## src/slc_cfg.svh

```systemverilog
`ifndef SLC_CFG_SVH
`define SLC_CFG_SVH

// Register addresses carried in the 24-bit address phase.
`define SLC_ADDR_NONVOL      24'h000002
`define SLC_ADDR_VOL         24'h070002

// Field positions, write mask and reset value of the latency configuration register.
`define SLC_LAT_MSB          7
`define SLC_LAT_LSB          4
`define SLC_QUAD_BIT         1
`define SLC_WRITE_MASK       8'hf2
`define SLC_REG_RESET        8'h00

// Command opcodes.
`define SLC_OP_WRITE_ANY     8'h71
`define SLC_OP_READ_CFG1     8'h35
`define SLC_OP_READ_ANY      8'h65
`define SLC_OP_MEM_READ      8'h0b
`define SLC_OP_QUAD_READ     8'h6b

// Phase lengths in SCK periods.
`define SLC_CMD_BITS         5'h08
`define SLC_ADDR_BITS        5'h18
`define SLC_DATA_BITS        5'h08

`endif

```

## src/slc_pkg.sv

```systemverilog
package slc_pkg;

    typedef enum logic [2:0] {
        ST_CMD,
        ST_ADDR,
        ST_DUMMY,
        ST_WDATA,
        ST_RDATA,
        ST_IGNORE
    } slc_state_t;

    typedef enum logic [1:0] {
        SRC_CFG,
        SRC_ANY,
        SRC_MEM
    } slc_src_t;

endpackage

```

## src/slc_sync.sv

```systemverilog
module slc_sync #(
    parameter int WIDTH = 1
) (
    // Clock and reset
    input  wire logic             clk_i,
    input  wire logic             arst_n_i,
    // Asynchronous levels in, synchronised levels out
    input  wire logic [WIDTH-1:0] async_i,
    output logic      [WIDTH-1:0] sync_o
);

    // Each bit passes two flip-flops; the first stage feeds only the second.
    for (genvar g = 0; g < WIDTH; g++) begin : g_bit
        logic stage1_r;
        logic stage2_r;
        always_ff @(posedge clk_i or negedge arst_n_i) begin
            if (!arst_n_i) begin
                stage1_r <= 1'b0;
                stage2_r <= 1'b0;
            end else begin
                stage1_r <= async_i[g];
                stage2_r <= stage1_r;
            end
        end
        assign sync_o[g] = stage2_r;
    end

endmodule // slc_sync

```

## src/slc_spi_latency_cfg.sv

```systemverilog
`include "slc_cfg.svh"

module slc_spi_latency_cfg
    import slc_pkg::*;
(
    // Clock and reset
    input  wire logic        clk_i,
    input  wire logic        arst_n_i,
    // Serial link pins
    input  wire logic        sck_i,
    input  wire logic        cs_n_i,
    input  wire logic [3:0]  io_i,
    output logic      [3:0]  io_o,
    output logic      [3:0]  io_oe_o,
    // Memory array read port
    output logic      [23:0] mem_addr_o,
    input  wire logic [7:0]  mem_rdata_i,
    // Effective configuration
    output logic      [3:0]  read_latency_code_o,
    output logic             quad_en_o
);

    logic [3:0]  pins_s;
    logic        sck_d_r;
    slc_state_t  state_r;
    slc_src_t    src_r;
    logic [4:0]  cnt_r;
    logic [6:0]  sh_r;
    logic [23:0] addr_r;
    logic [7:0]  nv_r;
    logic [7:0]  vol_r;
    logic [7:0]  tx_r;
    logic [2:0]  bc_r;
    logic        quad_rd_r;
    logic        hw_rst_d_r;
    logic        hit_any_r;

    slc_sync #(.WIDTH(4)) u_sync (
        .clk_i    (clk_i),
        .arst_n_i (arst_n_i),
        .async_i  ({sck_i, cs_n_i, io_i[0], io_i[3]}),
        .sync_o   (pins_s)
    );

    wire         sck_s     = pins_s[3];
    wire         cs_n_s    = pins_s[2];
    wire         din_s     = pins_s[1];
    wire         hw_rst_n_s = pins_s[0];
    wire         sck_rise  = sck_s & ~sck_d_r;
    wire         sck_fall  = ~sck_s & sck_d_r;
    wire [7:0]   byte_in   = {sh_r, din_s};
    wire [4:0]   cnt_inc   = cnt_r + 5'h01;
    wire [3:0]   lat_code  = vol_r[`SLC_LAT_MSB:`SLC_LAT_LSB];
    wire         quad_on   = vol_r[`SLC_QUAD_BIT];
    wire [7:0]   wr_val    = byte_in & `SLC_WRITE_MASK;
    wire [23:0]  addr_full = {addr_r[22:0], din_s};
    wire         hit_nv    = addr_r == `SLC_ADDR_NONVOL;
    wire         hit_vol   = addr_r == `SLC_ADDR_VOL;
    wire         hit_any   = (addr_full == `SLC_ADDR_NONVOL) |
                             (addr_full == `SLC_ADDR_VOL);
    // The last address bit completes the memory address.
    wire         addr_done = ~cs_n_s & sck_rise & (state_r == ST_ADDR) &
                             (cnt_inc == `SLC_ADDR_BITS);
    // Register reads always see the volatile copy.
    wire [7:0]   reg_rd    = vol_r;
    wire         first     = bc_r == 3'h0;
    wire [7:0]   src_byte  = (src_r == SRC_MEM) ? mem_rdata_i :
                             ((src_r == SRC_ANY) & ~hit_any_r) ? 8'h00 : reg_rd;
    wire [7:0]   out_byte  = first ? src_byte : tx_r;
    wire [2:0]   bc_last   = quad_rd_r ? 3'h1 : 3'h7;
    // Hardware reset pin acts only while it is not a data lane.
    wire         hw_rst_fe = ~hw_rst_n_s & hw_rst_d_r & cs_n_s & ~quad_on;

    always_ff @(posedge clk_i or negedge arst_n_i) begin
        if (!arst_n_i) begin
            sck_d_r    <= 1'b0;
            hw_rst_d_r <= 1'b1;
        end else begin
            sck_d_r    <= sck_s;
            hw_rst_d_r <= hw_rst_n_s;
        end
    end

    // Register copies.
    always_ff @(posedge clk_i or negedge arst_n_i) begin
        if (!arst_n_i) begin
            nv_r  <= `SLC_REG_RESET;
            vol_r <= `SLC_REG_RESET;
        end else if (hw_rst_fe) begin
            vol_r <= nv_r;
        end else if (!cs_n_s && sck_rise && state_r == ST_WDATA && cnt_inc == `SLC_DATA_BITS) begin
            if (hit_nv) begin
                nv_r  <= wr_val;
                vol_r <= wr_val;
            end else if (hit_vol) begin
                vol_r <= wr_val;
            end
        end
    end

    // Command sequencer on rising SCK edges.
    always_ff @(posedge clk_i or negedge arst_n_i) begin
        if (!arst_n_i) begin
            state_r   <= ST_CMD;
            src_r     <= SRC_CFG;
            cnt_r     <= 5'h00;
            sh_r      <= 7'h00;
            addr_r    <= 24'h000000;
            quad_rd_r <= 1'b0;
            hit_any_r <= 1'b0;
        end else if (cs_n_s) begin
            state_r   <= ST_CMD;
            cnt_r     <= 5'h00;
            quad_rd_r <= 1'b0;
        end else if (sck_rise) begin
            sh_r  <= byte_in[6:0];
            cnt_r <= cnt_inc;
            unique case (state_r)
                ST_CMD: begin
                    if (cnt_inc == `SLC_CMD_BITS) begin
                        cnt_r <= 5'h00;
                        if (byte_in == `SLC_OP_WRITE_ANY) begin
                            state_r <= ST_ADDR;
                            src_r   <= SRC_CFG;
                        end else if (byte_in == `SLC_OP_READ_ANY) begin
                            state_r <= ST_ADDR;
                            src_r   <= SRC_ANY;
                        end else if (byte_in == `SLC_OP_READ_CFG1) begin
                            state_r <= ST_RDATA;
                            src_r   <= SRC_CFG;
                        end else if (byte_in == `SLC_OP_MEM_READ) begin
                            state_r <= ST_ADDR;
                            src_r   <= SRC_MEM;
                        end else if (byte_in == `SLC_OP_QUAD_READ && quad_on) begin
                            state_r   <= ST_ADDR;
                            src_r     <= SRC_MEM;
                            quad_rd_r <= 1'b1;
                        end else begin
                            state_r <= ST_IGNORE;
                        end
                    end
                end
                ST_ADDR: begin
                    addr_r <= addr_full;
                    if (cnt_inc == `SLC_ADDR_BITS) begin
                        cnt_r     <= 5'h00;
                        hit_any_r <= hit_any;
                        if (src_r == SRC_MEM) begin
                            // Mode-byte clocks fall inside this count, not on top of it.
                            state_r <= (lat_code == 4'h0) ? ST_RDATA : ST_DUMMY;
                        end else begin
                            state_r <= (src_r == SRC_ANY) ? ST_RDATA : ST_WDATA;
                        end
                    end
                end
                ST_DUMMY: begin
                    // One count per full SCK period.
                    if (cnt_inc[3:0] == lat_code) begin
                        state_r <= ST_RDATA;
                    end
                end
                ST_WDATA: begin
                    if (cnt_inc == `SLC_DATA_BITS) begin
                        state_r <= ST_IGNORE;
                    end
                end
                ST_RDATA: begin
                    cnt_r <= 5'h00;
                end
                ST_IGNORE: begin
                    cnt_r <= 5'h00;
                end
            endcase
        end
    end

    // Output shifter on falling SCK edges.
    always_ff @(posedge clk_i or negedge arst_n_i) begin
        if (!arst_n_i) begin
            io_o       <= 4'h0;
            io_oe_o    <= 4'h0;
            tx_r       <= 8'h00;
            bc_r       <= 3'h0;
            mem_addr_o <= 24'h000000;
        end else if (cs_n_s || state_r != ST_RDATA) begin
            io_oe_o <= 4'h0;
            bc_r    <= 3'h0;
            if (addr_done) begin
                mem_addr_o <= addr_full;
            end
        end else if (sck_fall) begin
            bc_r <= (bc_r == bc_last) ? 3'h0 : bc_r + 3'h1;
            if (quad_rd_r) begin
                io_o    <= out_byte[7:4];
                io_oe_o <= 4'hf;
                tx_r    <= {out_byte[3:0], 4'h0};
            end else begin
                io_o    <= {2'b00, out_byte[7], 1'b0};
                io_oe_o <= 4'h2;
                tx_r    <= {out_byte[6:0], 1'b0};
            end
            if (first && src_r == SRC_MEM) begin
                mem_addr_o <= mem_addr_o + 24'h000001;
            end
        end
    end

    always_ff @(posedge clk_i or negedge arst_n_i) begin
        if (!arst_n_i) begin
            read_latency_code_o <= 4'h0;
            quad_en_o           <= 1'b0;
        end else begin
            read_latency_code_o <= lat_code;
            quad_en_o           <= quad_on;
        end
    end

endmodule // slc_spi_latency_cfg

```

## config.mk

```make
export PLATFORM = sky130hd
export DESIGN_NAME = slc_spi_latency_cfg
export DESIGN_NICKNAME = d
export VERILOG_FILES = /design/src/slc_pkg.sv /design/src/slc_sync.sv /design/src/slc_spi_latency_cfg.sv
export VERILOG_INCLUDE_DIRS = /design/src
export SDC_FILE = /design/constraint.sdc
export NUM_CORES = 1
export LEC_CHECK = 0
export BUFFER_PORTS_ARGS = -buffer_cell sky130_fd_sc_hd__buf_2
export CORE_MARGIN = 10
export CORE_UTILIZATION = 61
export CTS_BUF_LIST = sky130_fd_sc_hd__clkbuf_4 sky130_fd_sc_hd__clkbuf_8
export DETAILED_ROUTE_END_ITERATION = 12
export PLACE_DENSITY = 0.84
export SLEW_MARGIN = 20
export SYNTH_ARGS = -nofsm -noshare
export SYNTH_HDL_FRONTEND = slang
export SYNTH_SLANG_ARGS = --single-unit
```

## constraint.sdc

```tcl
create_clock -name clk_i -period 2.81 [get_ports clk_i]
set_input_delay 0.281 -clock clk_i [delete_from_list [all_inputs] [get_ports clk_i]]
set_output_delay 0.281 -clock clk_i [all_outputs]
set_load 0.02 [all_outputs]
```

## Word-level counts from Yosys, hierarchy flattened

Index checks and enable logic that the tools add are counted.

| storage, ports and cells | value |
|---|---|
| memory bits (writable) | 0 |
| ROM bits | 0 |
| output and inout port bits | 37 |
| memories kept | 0 |
| bits of input ports | 16 |
| latch bits | 0 |
| flip-flop bits (word level) | 114 |

| cells by class | value |
|---|---|
| reductions and logical operators | 31 |
| multiply operators | 0 |
| add/sub/neg operators | 3 |
| bitwise logic cells | 18 |
| order comparisons | 0 |
| shifts and indexed selects | 0 |
| divide/modulo/power cells | 0 |
| muxes and demuxes | 54 |
| eq/ne operators | 30 |

Operator list:

| operator | count |
|---|---|
| 24-bit 2-to-1 mux | 4 |
| 8-bit 2-to-1 mux | 8 |
| 3-bit 2-to-1 mux | 18 |
| 24-bit by 19-bit equality test with 1-bit output (second input constant) | 2 |
| 24-bit by 2-bit equality test with 1-bit output (second input constant) | 2 |
| 24-bit by 1-bit adder with 24-bit output (second input constant) | 1 |
| 8-bit by 7-bit equality test with 1-bit output (second input constant) | 3 |
| 5-bit 2-to-1 mux | 4 |
| 4-bit 2-to-1 mux | 4 |
| 5-bit one-hot mux with 3 select lines | 1 |
| 2-bit nonzero test | 7 |
| 3-bit one-hot mux with 4 select lines | 1 |
| 2-bit 2-to-1 mux | 5 |
| 5-bit nonzero test | 2 |
| 1-bit bitwise AND | 9 |
| 1-bit 2-to-1 mux | 9 |
| 3-bit AND reduction | 3 |
| 8-bit by 4-bit equality test with 1-bit output (second input constant) | 1 |
| 8-bit by 6-bit equality test with 1-bit output (second input constant) | 1 |
| 2-bit by 1-bit != test with 1-bit output (second input constant) | 4 |
| 1-bit inverter | 8 |
| 8-bit AND reduction | 1 |
| 3-bit by 2-bit equality test with 1-bit output (second input constant) | 2 |
| 3-bit equality test (second input constant) | 2 |
| other kinds (25) | 34 |

## Logic depth before layout (Yosys ltp)

Gate-level depths: netlist (run 1).

| logic depth | value |
|---|---|
| depth after elaboration | 11 |
| mapped depth | 8 |

## Cells and area by module

Synthesis (run 1) repeated with hierarchy kept, for this count alone.

| second synthesis, totals | value |
|---|---|
| cells, all modules | 543 |
| area total of the unflattened synthesis | 5,561.6 µm² |

By module, submodules not included:

| module | area each (µm²) | cells an instance | times used |
|---|---|---|---|
| slc_spi_latency_cfg | 5,331.4 | 531 | 1 |
| slc_sync | 230.2 | 12 | 1 |

## Worst setup path before layout (run 1)

OpenSTA, ideal clock, no wires.

| timing | value |
|---|---|
| path kind | register -> register |
| from | reg cnt_r[0] |
| to | reg nv_r[1] |
| cell stages (with the launch flop) | 9 |
| slack | 0.835 ns |
| required time | 2.683 ns |
| data arrival time | 1.847 ns |
| path through | dfrtp_1 > ha_1 > and2_1 > buf_2 > and2_1 > and4_1 > buf_2 > nand3_4 > mux2_1 |

| on the way | value |
|---|---|
| cells in the longest elaborated chain, start to end | 4 |

Ends and longest elaborated chain:

| element | line | text |
|---|---|---|
| start: declaration | slc_spi_latency_cfg.sv:27 | `logic [4:0] cnt_r;` |
| start signal: assignment | slc_spi_latency_cfg.sv:117 | `cnt_r <= cnt_inc;` |
| 5-bit by 1-bit adder with 5-bit output | slc_spi_latency_cfg.sv:52 | `wire [4:0] cnt_inc = cnt_r + 5'h01;` |
| 5-bit by 4-bit equality test with 1-bit output (no source line) | - |  |
| 1-bit logical AND (no source line) | - |  |
| 3-bit AND reduction (no source line) | - |  |
| end signal: assignment | slc_spi_latency_cfg.sv:87 | `` nv_r <= `SLC_REG_RESET; `` |
| end signal: assignment | slc_spi_latency_cfg.sv:93 | `nv_r <= wr_val;` |
| end: declaration | slc_spi_latency_cfg.sv:30 | `logic [7:0] nv_r;` |

Every way passes these cells.
A chain may end at the register's enable or synchronous reset.

## Worst setup path after layout (run 1)

| timing | value |
|---|---|
| from | reg bc_r[0] |
| to | reg mem_addr_o[12] |

| on the way | value |
|---|---|
| cells in the longest elaborated chain, start to end | 4 |

Ends and longest elaborated chain:

| element | line | text |
|---|---|---|
| start: declaration | slc_spi_latency_cfg.sv:33 | `logic [2:0] bc_r;` |
| start signal: assignment | slc_spi_latency_cfg.sv:192 | `bc_r <= (bc_r == bc_last) ? 3'h0 : bc_r + 3'h1;` |
| 3-bit logical NOT | slc_spi_latency_cfg.sv:66 | `wire first = bc_r == 3'h0;` |
| 1-bit logical AND | slc_spi_latency_cfg.sv:202 | `if (first && src_r == SRC_MEM) begin` |
| 2-bit nonzero test (no source line) | - |  |
| 3-bit AND reduction (no source line) | - |  |
| end signal: assignment | slc_spi_latency_cfg.sv:189 | `mem_addr_o <= addr_full;` |
| end signal: assignment | slc_spi_latency_cfg.sv:203 | `mem_addr_o <= mem_addr_o + 24'h000001;` |
| end: declaration | slc_spi_latency_cfg.sv:16 | `output logic [23:0] mem_addr_o,` |

Every way passes these cells.

==> results.toml, run 1 <==
[run_status]
run_status = "completed"

[sta]
min_period_ps = 2400
rsz0062_at_grt = "false"
skew_ps = 9.80
tightest_slew_ps = 779
slew_headroom_pct = 48.0
fin_crit_sh_pct = 85.5
finalHoldViolations = 0
drv_slew = 0
tns_ps = 0
final-setup-viol-count = 0
fmax_mhz = 416
holdWs_ps = 220

[detailed_routing]
post_drt_wl_per_cell_um = 18.1
vias = 4450
drt_iter0_drc = 537
wl_um = 12600
viasPerCell = 6.39
drc = 0
ant_nets = 0
drt-pass1-iter-count = 6

[place]
place_congestion = 0.908
port_buffers = 50
hpwl_um = 8790
placedCellCount = 675

[logic_synthesis]
synthArstFlopShare_pct = 100
yosysTopAreaCell = "dfrtp_1"
synth_edf_count = 0
syn_nets = 557
ys_dominant_reg_cell = "dfrtp_1"
syn_inst = 535
netlist_area_um2 = 5470
synth_top_cell_area_share_pct = 49.0
yosysSeqAreaShare_pct = 49.5
synth_cell_types = 71
ys_seq_elements = 108
avgSynthCellArea_um2 = 10.2
ys_warn_count = 0
synthTopCellsByArea = "dfrtp_1 (49%), mux2_2 (6.2%), a21oi_1 (3.3%)"

[clocking]
clock_sinks = 108
clk_pin_slew_ps = 100
postCtsSetupBuffers = 0
clock-root-buffer = "clkbuf_8"
cts_buffer_depth = 2
htreeDepth = 3
clk_latency_ps = 370
numCtsBuffers = 9
ctsResizeCount = 0
cts_tree = "yes"

[critical_path]
reg2reg_depth = 8
ff2ff_setup_slack_ps = 410
crit_path_end_kind = "flip-flop"
crit_arrival_ps = 2660
r2r-end = "mem_addr_o[12]"
crit_required_ps = 3070
endpoint = "mem_addr_o[12]"
crit_type = "reg2reg"
cp-startpoint = "bc_r[0]"
worstReg2RegStart = "bc_r[0]"
cp-start-kind = "flip-flop"
cp_max_fo = 17

[final_layout]
drive_above_1_share_pct = 19.9
nNetsFinal = 605
n_antenna_cell = 0
fillers = 632
synthToLayoutAreaGrowth_pct = 11.4
final_cells = 696

[power_and_ir_drop]
pwr-share-clk_pct = 32.3
power_frac_comb_pct = 12.3
irDropWorstVdd_uv = 414
intPower_uw = 2380
cellPowerDensity_nw_per_um2 = 546
seq_power_share_pct = 55.4
swShare_pct = 28.3
p_total_uw = 3320
switching_power_uw = 941
leakage_uw = 0.00277

[floorplanning]
die_y_um = 115
core-area_um2 = 8720
fp.dieW_um = 115
die_area_um2 = 13100
boundaryPins = 53
initial_core_util_pct = 62.7
row_count = 34

[global_routing]
grt_pass1_vias = 4244
grt_pass1_wl_um = 21200
antenna_found_initial = 0
grt_max_degree = 57
overflow = 0
grt_usage_pct = 19.4

[flow_run]
cap_violations = 0

[hold_path]
hp-class = "in2reg"
timing repair:
item / CTS / global route
setup endpoints to repair: 0 / 0
hold buffers: 4 / 1
endpoints found under the hold margin: 54 / 1
state kept, by name, indices dropped and copies added, names as in the netlist, 2 cells and up:
register,flops
mem_addr_o,24
bc_r,3
state_r,3
io_oe_o,2
u_sync.g_bit.stage1_r,4
cnt_r,5
nv_r,5
tx_r,7
u_sync.g_bit.stage2_r,4
src_r,2
reg_rd,5
read_latency_code_o,4
addr_r,24
io_o,4
sh_r,7
cells in the final DEF (no fill, tap or decap), types with 8 or more instances in the layout:
cell type / count
nor2_1: 39
and3_1: 10
mux2_2: 30
xnor2_1: 8
a21oi_1: 36
inv_1: 12
nor3_1: 18
buf_4: 12
dfrtp_1: 107
o21ai_0: 29
nand3_1: 19
buf_2: 49
clkbuf_8: 9
nand2_1: 46
cells in the mapped netlist, types with 3 or more instances:
cell,number
a21oi_1,36
dfrtp_1,107
nor3_1,18
a41oi_1,4
mux2_2,30
a221o_1,4
nor4_1,5
nand2_1,46
a22o_1,4
o2bb2a_1,4
nor2b_1,3
nand2b_1,7
a32o_1,3
buf_2,12
ha_1,6
mux2i_1,5
xnor2_1,8
o22a_1,7
mux2_1,5
o22ai_1,7
and3_1,10
buf_4,5
and4_1,3
clkbuf_1,12
a211oi_1,6
a31oi_1,7
or4_1,3
nand4_1,6
nand3_1,19
o21ai_0,29
and2_1,7
o31ai_1,5
nor3b_1,4
inv_1,12
nor2_1,39
metrics by stage:
step | setup WS (ps) | instance area [µm²] | util, %
6_report | 408 | 6090 | 69.8
5_1_grt | 274 | 6090 | 69.8
4_1_cts | 430 | 6080 | 69.7
3_5_place_dp | 473 | 5810 | 66.6
3_3_place_gp | 527 | 5810 | 66.6
2_1_floorplan | 835 | 5470 | -
cells by family after synthesis:
| group | after synthesis | share of synthesized area (%) |
|---|---|---|
| simple gates | 188 | 18.4 |
| xor+xnor | 10 | 1.60 |
| compound gates | 140 | 17.4 |
| buf+inv | 43 | 3.57 |
| mux | 40 | 8.13 |
| fa+ha+maj | 6 | 1.37 |
| flops | 108 | 49.5 |
metal layers:
metal / GRT usage, % / up-vias / share of wire (%)
met4: 5.18 / 0 / 1.2
met5: 0 / - / 0
met2: 29.6 / 167 / 47
met1: 27.3 / 2194 / 45
met3: 4.09 / 16 / 6.5
li1: - / 2073 / -
layout make-up:
type | instances | area, µm² | area share, %
clock buffer | 9 | 124 | 2.03
clock inverter | 7 | 104 | 1.71
inverter | 13 | 48.8 | 0.801
multi-input combinational | 384 | 2570 | 42.2
sequential | 108 | 2700 | 44.4
tap | 108 | 135 | 2.22
timing repair buffer | 67 | 405 | 6.66
critical path, stage by stage, from the launching register on:
cell and delay (ps):
dfrtp_1 440, inv_1 70, ha_1 230, nor2b_1 220
and4_1 270, a31oi_4 420, buf_4 270, a21oi_1 50
o2bb2a_1 300
worst min-delay path by stage:
stage | from | endpoint | slack, ps | depth (start not counted)
4_1_cts | sck_i | u_sync.g_bit[3].stage1_r | 1 | 1
2_1_floorplan | arst_n_i | addr_r[0] | -10 | 0
3_3_place_gp | u_sync.g_bit[1].stage1_r | u_sync.g_bit[1].stage2_r | 330 | 0
3_5_place_dp | u_sync.g_bit[2].stage1_r | u_sync.g_bit[2].stage2_r | 340 | 0
6_report | mem_rdata_i[0] | tx_r[1] | 220 | 3
5_1_grt | mem_rdata_i[0] | tx_r[1] | 250 | 3
power groups by stage:
stage,logic (µW),registers (µW),clock network (µW)
floorplan,244,1850,0
global placement,391,1860,0
detailed placement,404,1870,0
CTS,410,1840,1090
global route,445,1860,1150
finish,408,1840,1080
(Power assumes the default switching activity.)
==> run 2, diff against run 1 <==
Settings changed: CELL_PAD_IN_SITES_DETAIL_PLACEMENT set to 0, CELL_PAD_IN_SITES_GLOBAL_PLACEMENT set to 2, CORE_UTILIZATION 61 to 40, GPL_ROUTABILITY_DRIVEN set to 0.
==> results.toml, run 2 (synthesis results as in run 1) <==
[run_status]
run_status = "completed"

[sta]
tns_ps = 0
fmax_mhz = 437
finalHoldViolations = 0
fin_crit_sh_pct = 81.5
tightest_slew_ps = 760
skew_ps = 9.02
holdWs_ps = 185
rsz0062_at_grt = "false"
min_period_ps = 2290
final-setup-viol-count = 0
slew_headroom_pct = 48.9
drv_slew = 0

[final_layout]
drive_above_1_share_pct = 20.3
synthToLayoutAreaGrowth_pct = 13.3
fillers = 1255
nNetsFinal = 608
top_regs = "addr_r x24, mem_addr_o x24"
final_util_pct = 46.6
n_antenna_cell = 0
final_common_cell = "dfrtp_1"
most-common-layout-cells = "dfrtp_1 (107), buf_2 (49), nand2_1 (46)"

[detailed_routing]
drt_iter0_drc = 243
post_drt_wl_per_cell_um = 17.6
ant_nets = 0
vias = 4321
drt-pass1-iter-count = 4
viasPerCell = 5.63
drc = 0
wl_um = 13500

[power_and_ir_drop]
swShare_pct = 28.2
intPower_uw = 2400
leakage_uw = 0.00278
pwr-share-clk_pct = 32.5
cellPowerDensity_nw_per_um2 = 539
switching_power_uw = 942
irDropWorstVdd_uv = 257
power_frac_comb_pct = 12.2
seq_power_share_pct = 55.3

[hold_path]
hp-class = "in2reg"

[floorplanning]
boundaryPins = 53
core-area_um2 = 13300
initial_core_util_pct = 41.1
die_y_um = 137
die_area_um2 = 18700
fp.dieW_um = 137
row_count = 42

[clocking]
cts_hold_buffers = 5
cts_tree = "yes"
cts_buffer_depth = 2
ctsResizeCount = 0
htreeDepth = 3
clk_pin_slew_ps = 110
postCtsSetupBuffers = 0
clock-root-buffer = "clkbuf_8"
clock_sinks = 108
numCtsBuffers = 9
clk_latency_ps = 380

[critical_path]
cp_slowest_stage_delay_ps = 690
cp_max_fo = 14
path_delay_family = "simple AND/OR/NAND/NOR gates"
crit_type = "reg2reg"
path_buf_inv = 0
crit_arrival_ps = 2560
crit_required_ps = 3080
cp-start-kind = "flip-flop"
crit_chain = "nand3b_1 > nor4_1 > and4_1 > nand3_4 > mux2_1"
crit_path_end_kind = "flip-flop"
cpMaxStageDelayCell = "dfrtp_1"

[flow_run]
cap_violations = 0

[global_routing]
overflow = 0
grt_pass1_wl_um = 22500
grt_pass1_vias = 4202
antenna_found_initial = 0
grt_max_degree = 54
grt_usage_pct = 14.9

[place]
port_buffers = 50
hpwl_um = 9480
[run 2: changes by cell type in the layout (fill, tap and decap cells not counted), sizes merged]
cell	previous run	this run
inv	15	13
clkinvlp	0	1
buf	62	65
clkbuf	9	10
[run 2: power by group through the flow]
| stage | Sequential (µW) | Clock, µW | Combinational (µW) |
|---|---|---|---|
| after global routing | 1880 | 1160 | 456 |
| after global placement | 1880 | 0 | 403 |
| after detailed placement | 1880 | 0 | 404 |
| after CTS | 1850 | 1110 | 411 |
| final | 1850 | 1090 | 407 |
| after floorplan | 1850 | 0 | 244 |
[run 2: final cells by class]
class	instances	area (µm²)	area share [%]
repair buffers	70	428	6.91
multi-input cells	384	2570	41.5
clock inverters	6	86.3	1.39
clock buffers	10	138	2.22
inverters	13	48.8	0.788
well taps	176	220	3.56
flip-flops and latches	108	2700	43.7
[run 2: final timing paths]
check,endpoint,slack (ps),depth (start not counted),from
max in group asynchronous,hw_rst_d_r,1540,3,arst_n_i
min reg2reg,u_sync.g_bit[0].stage2_r,360,0,u_sync.g_bit[0].stage1_r
max,nv_r[1],520,5,state_r[1]
min in group asynchronous,mem_addr_o[21],480,2,arst_n_i
min,tx_r[1],190,3,mem_rdata_i[0]
max reg2reg,nv_r[1],520,5,state_r[1]
[run 2: per-layer routing]
| metal | track usage (%) | vias up | part of all wire (%) |
|---|---|---|---|
| li1 | - | 2078 | - |
| met1 | 20.9 | 2146 | 49 |
| met2 | 22.6 | 82 | 45 |
| met3 | 2.57 | 15 | 4.0 |
| met4 | 5.50 | 0 | 1.6 |
| met5 | 0 | - | 0 |
[run 2: worst register-to-register path: cells and delay by family (launching register included)]
kind | cells | cell delay [ps]
AND/OR/NAND/NOR | 4 | 1150
flip-flops | 1 | 690
multiplexers | 1 | 340
[run 2: metrics by stage]
stage / power (µW) / instance area, µm² / std cells / worst slack, ps
3_3_place_gp: 2280 / 5920 / 746 / 574
6_report: 3340 / 6190 / 767 / 519
3_5_place_dp: 2280 / 5920 / 746 / 532
5_1_grt: 3490 / 6190 / 767 / 345
4_1_cts: 3370 / 6190 / 767 / 511
2_1_floorplan: 2100 / 5470 / 535 / 835
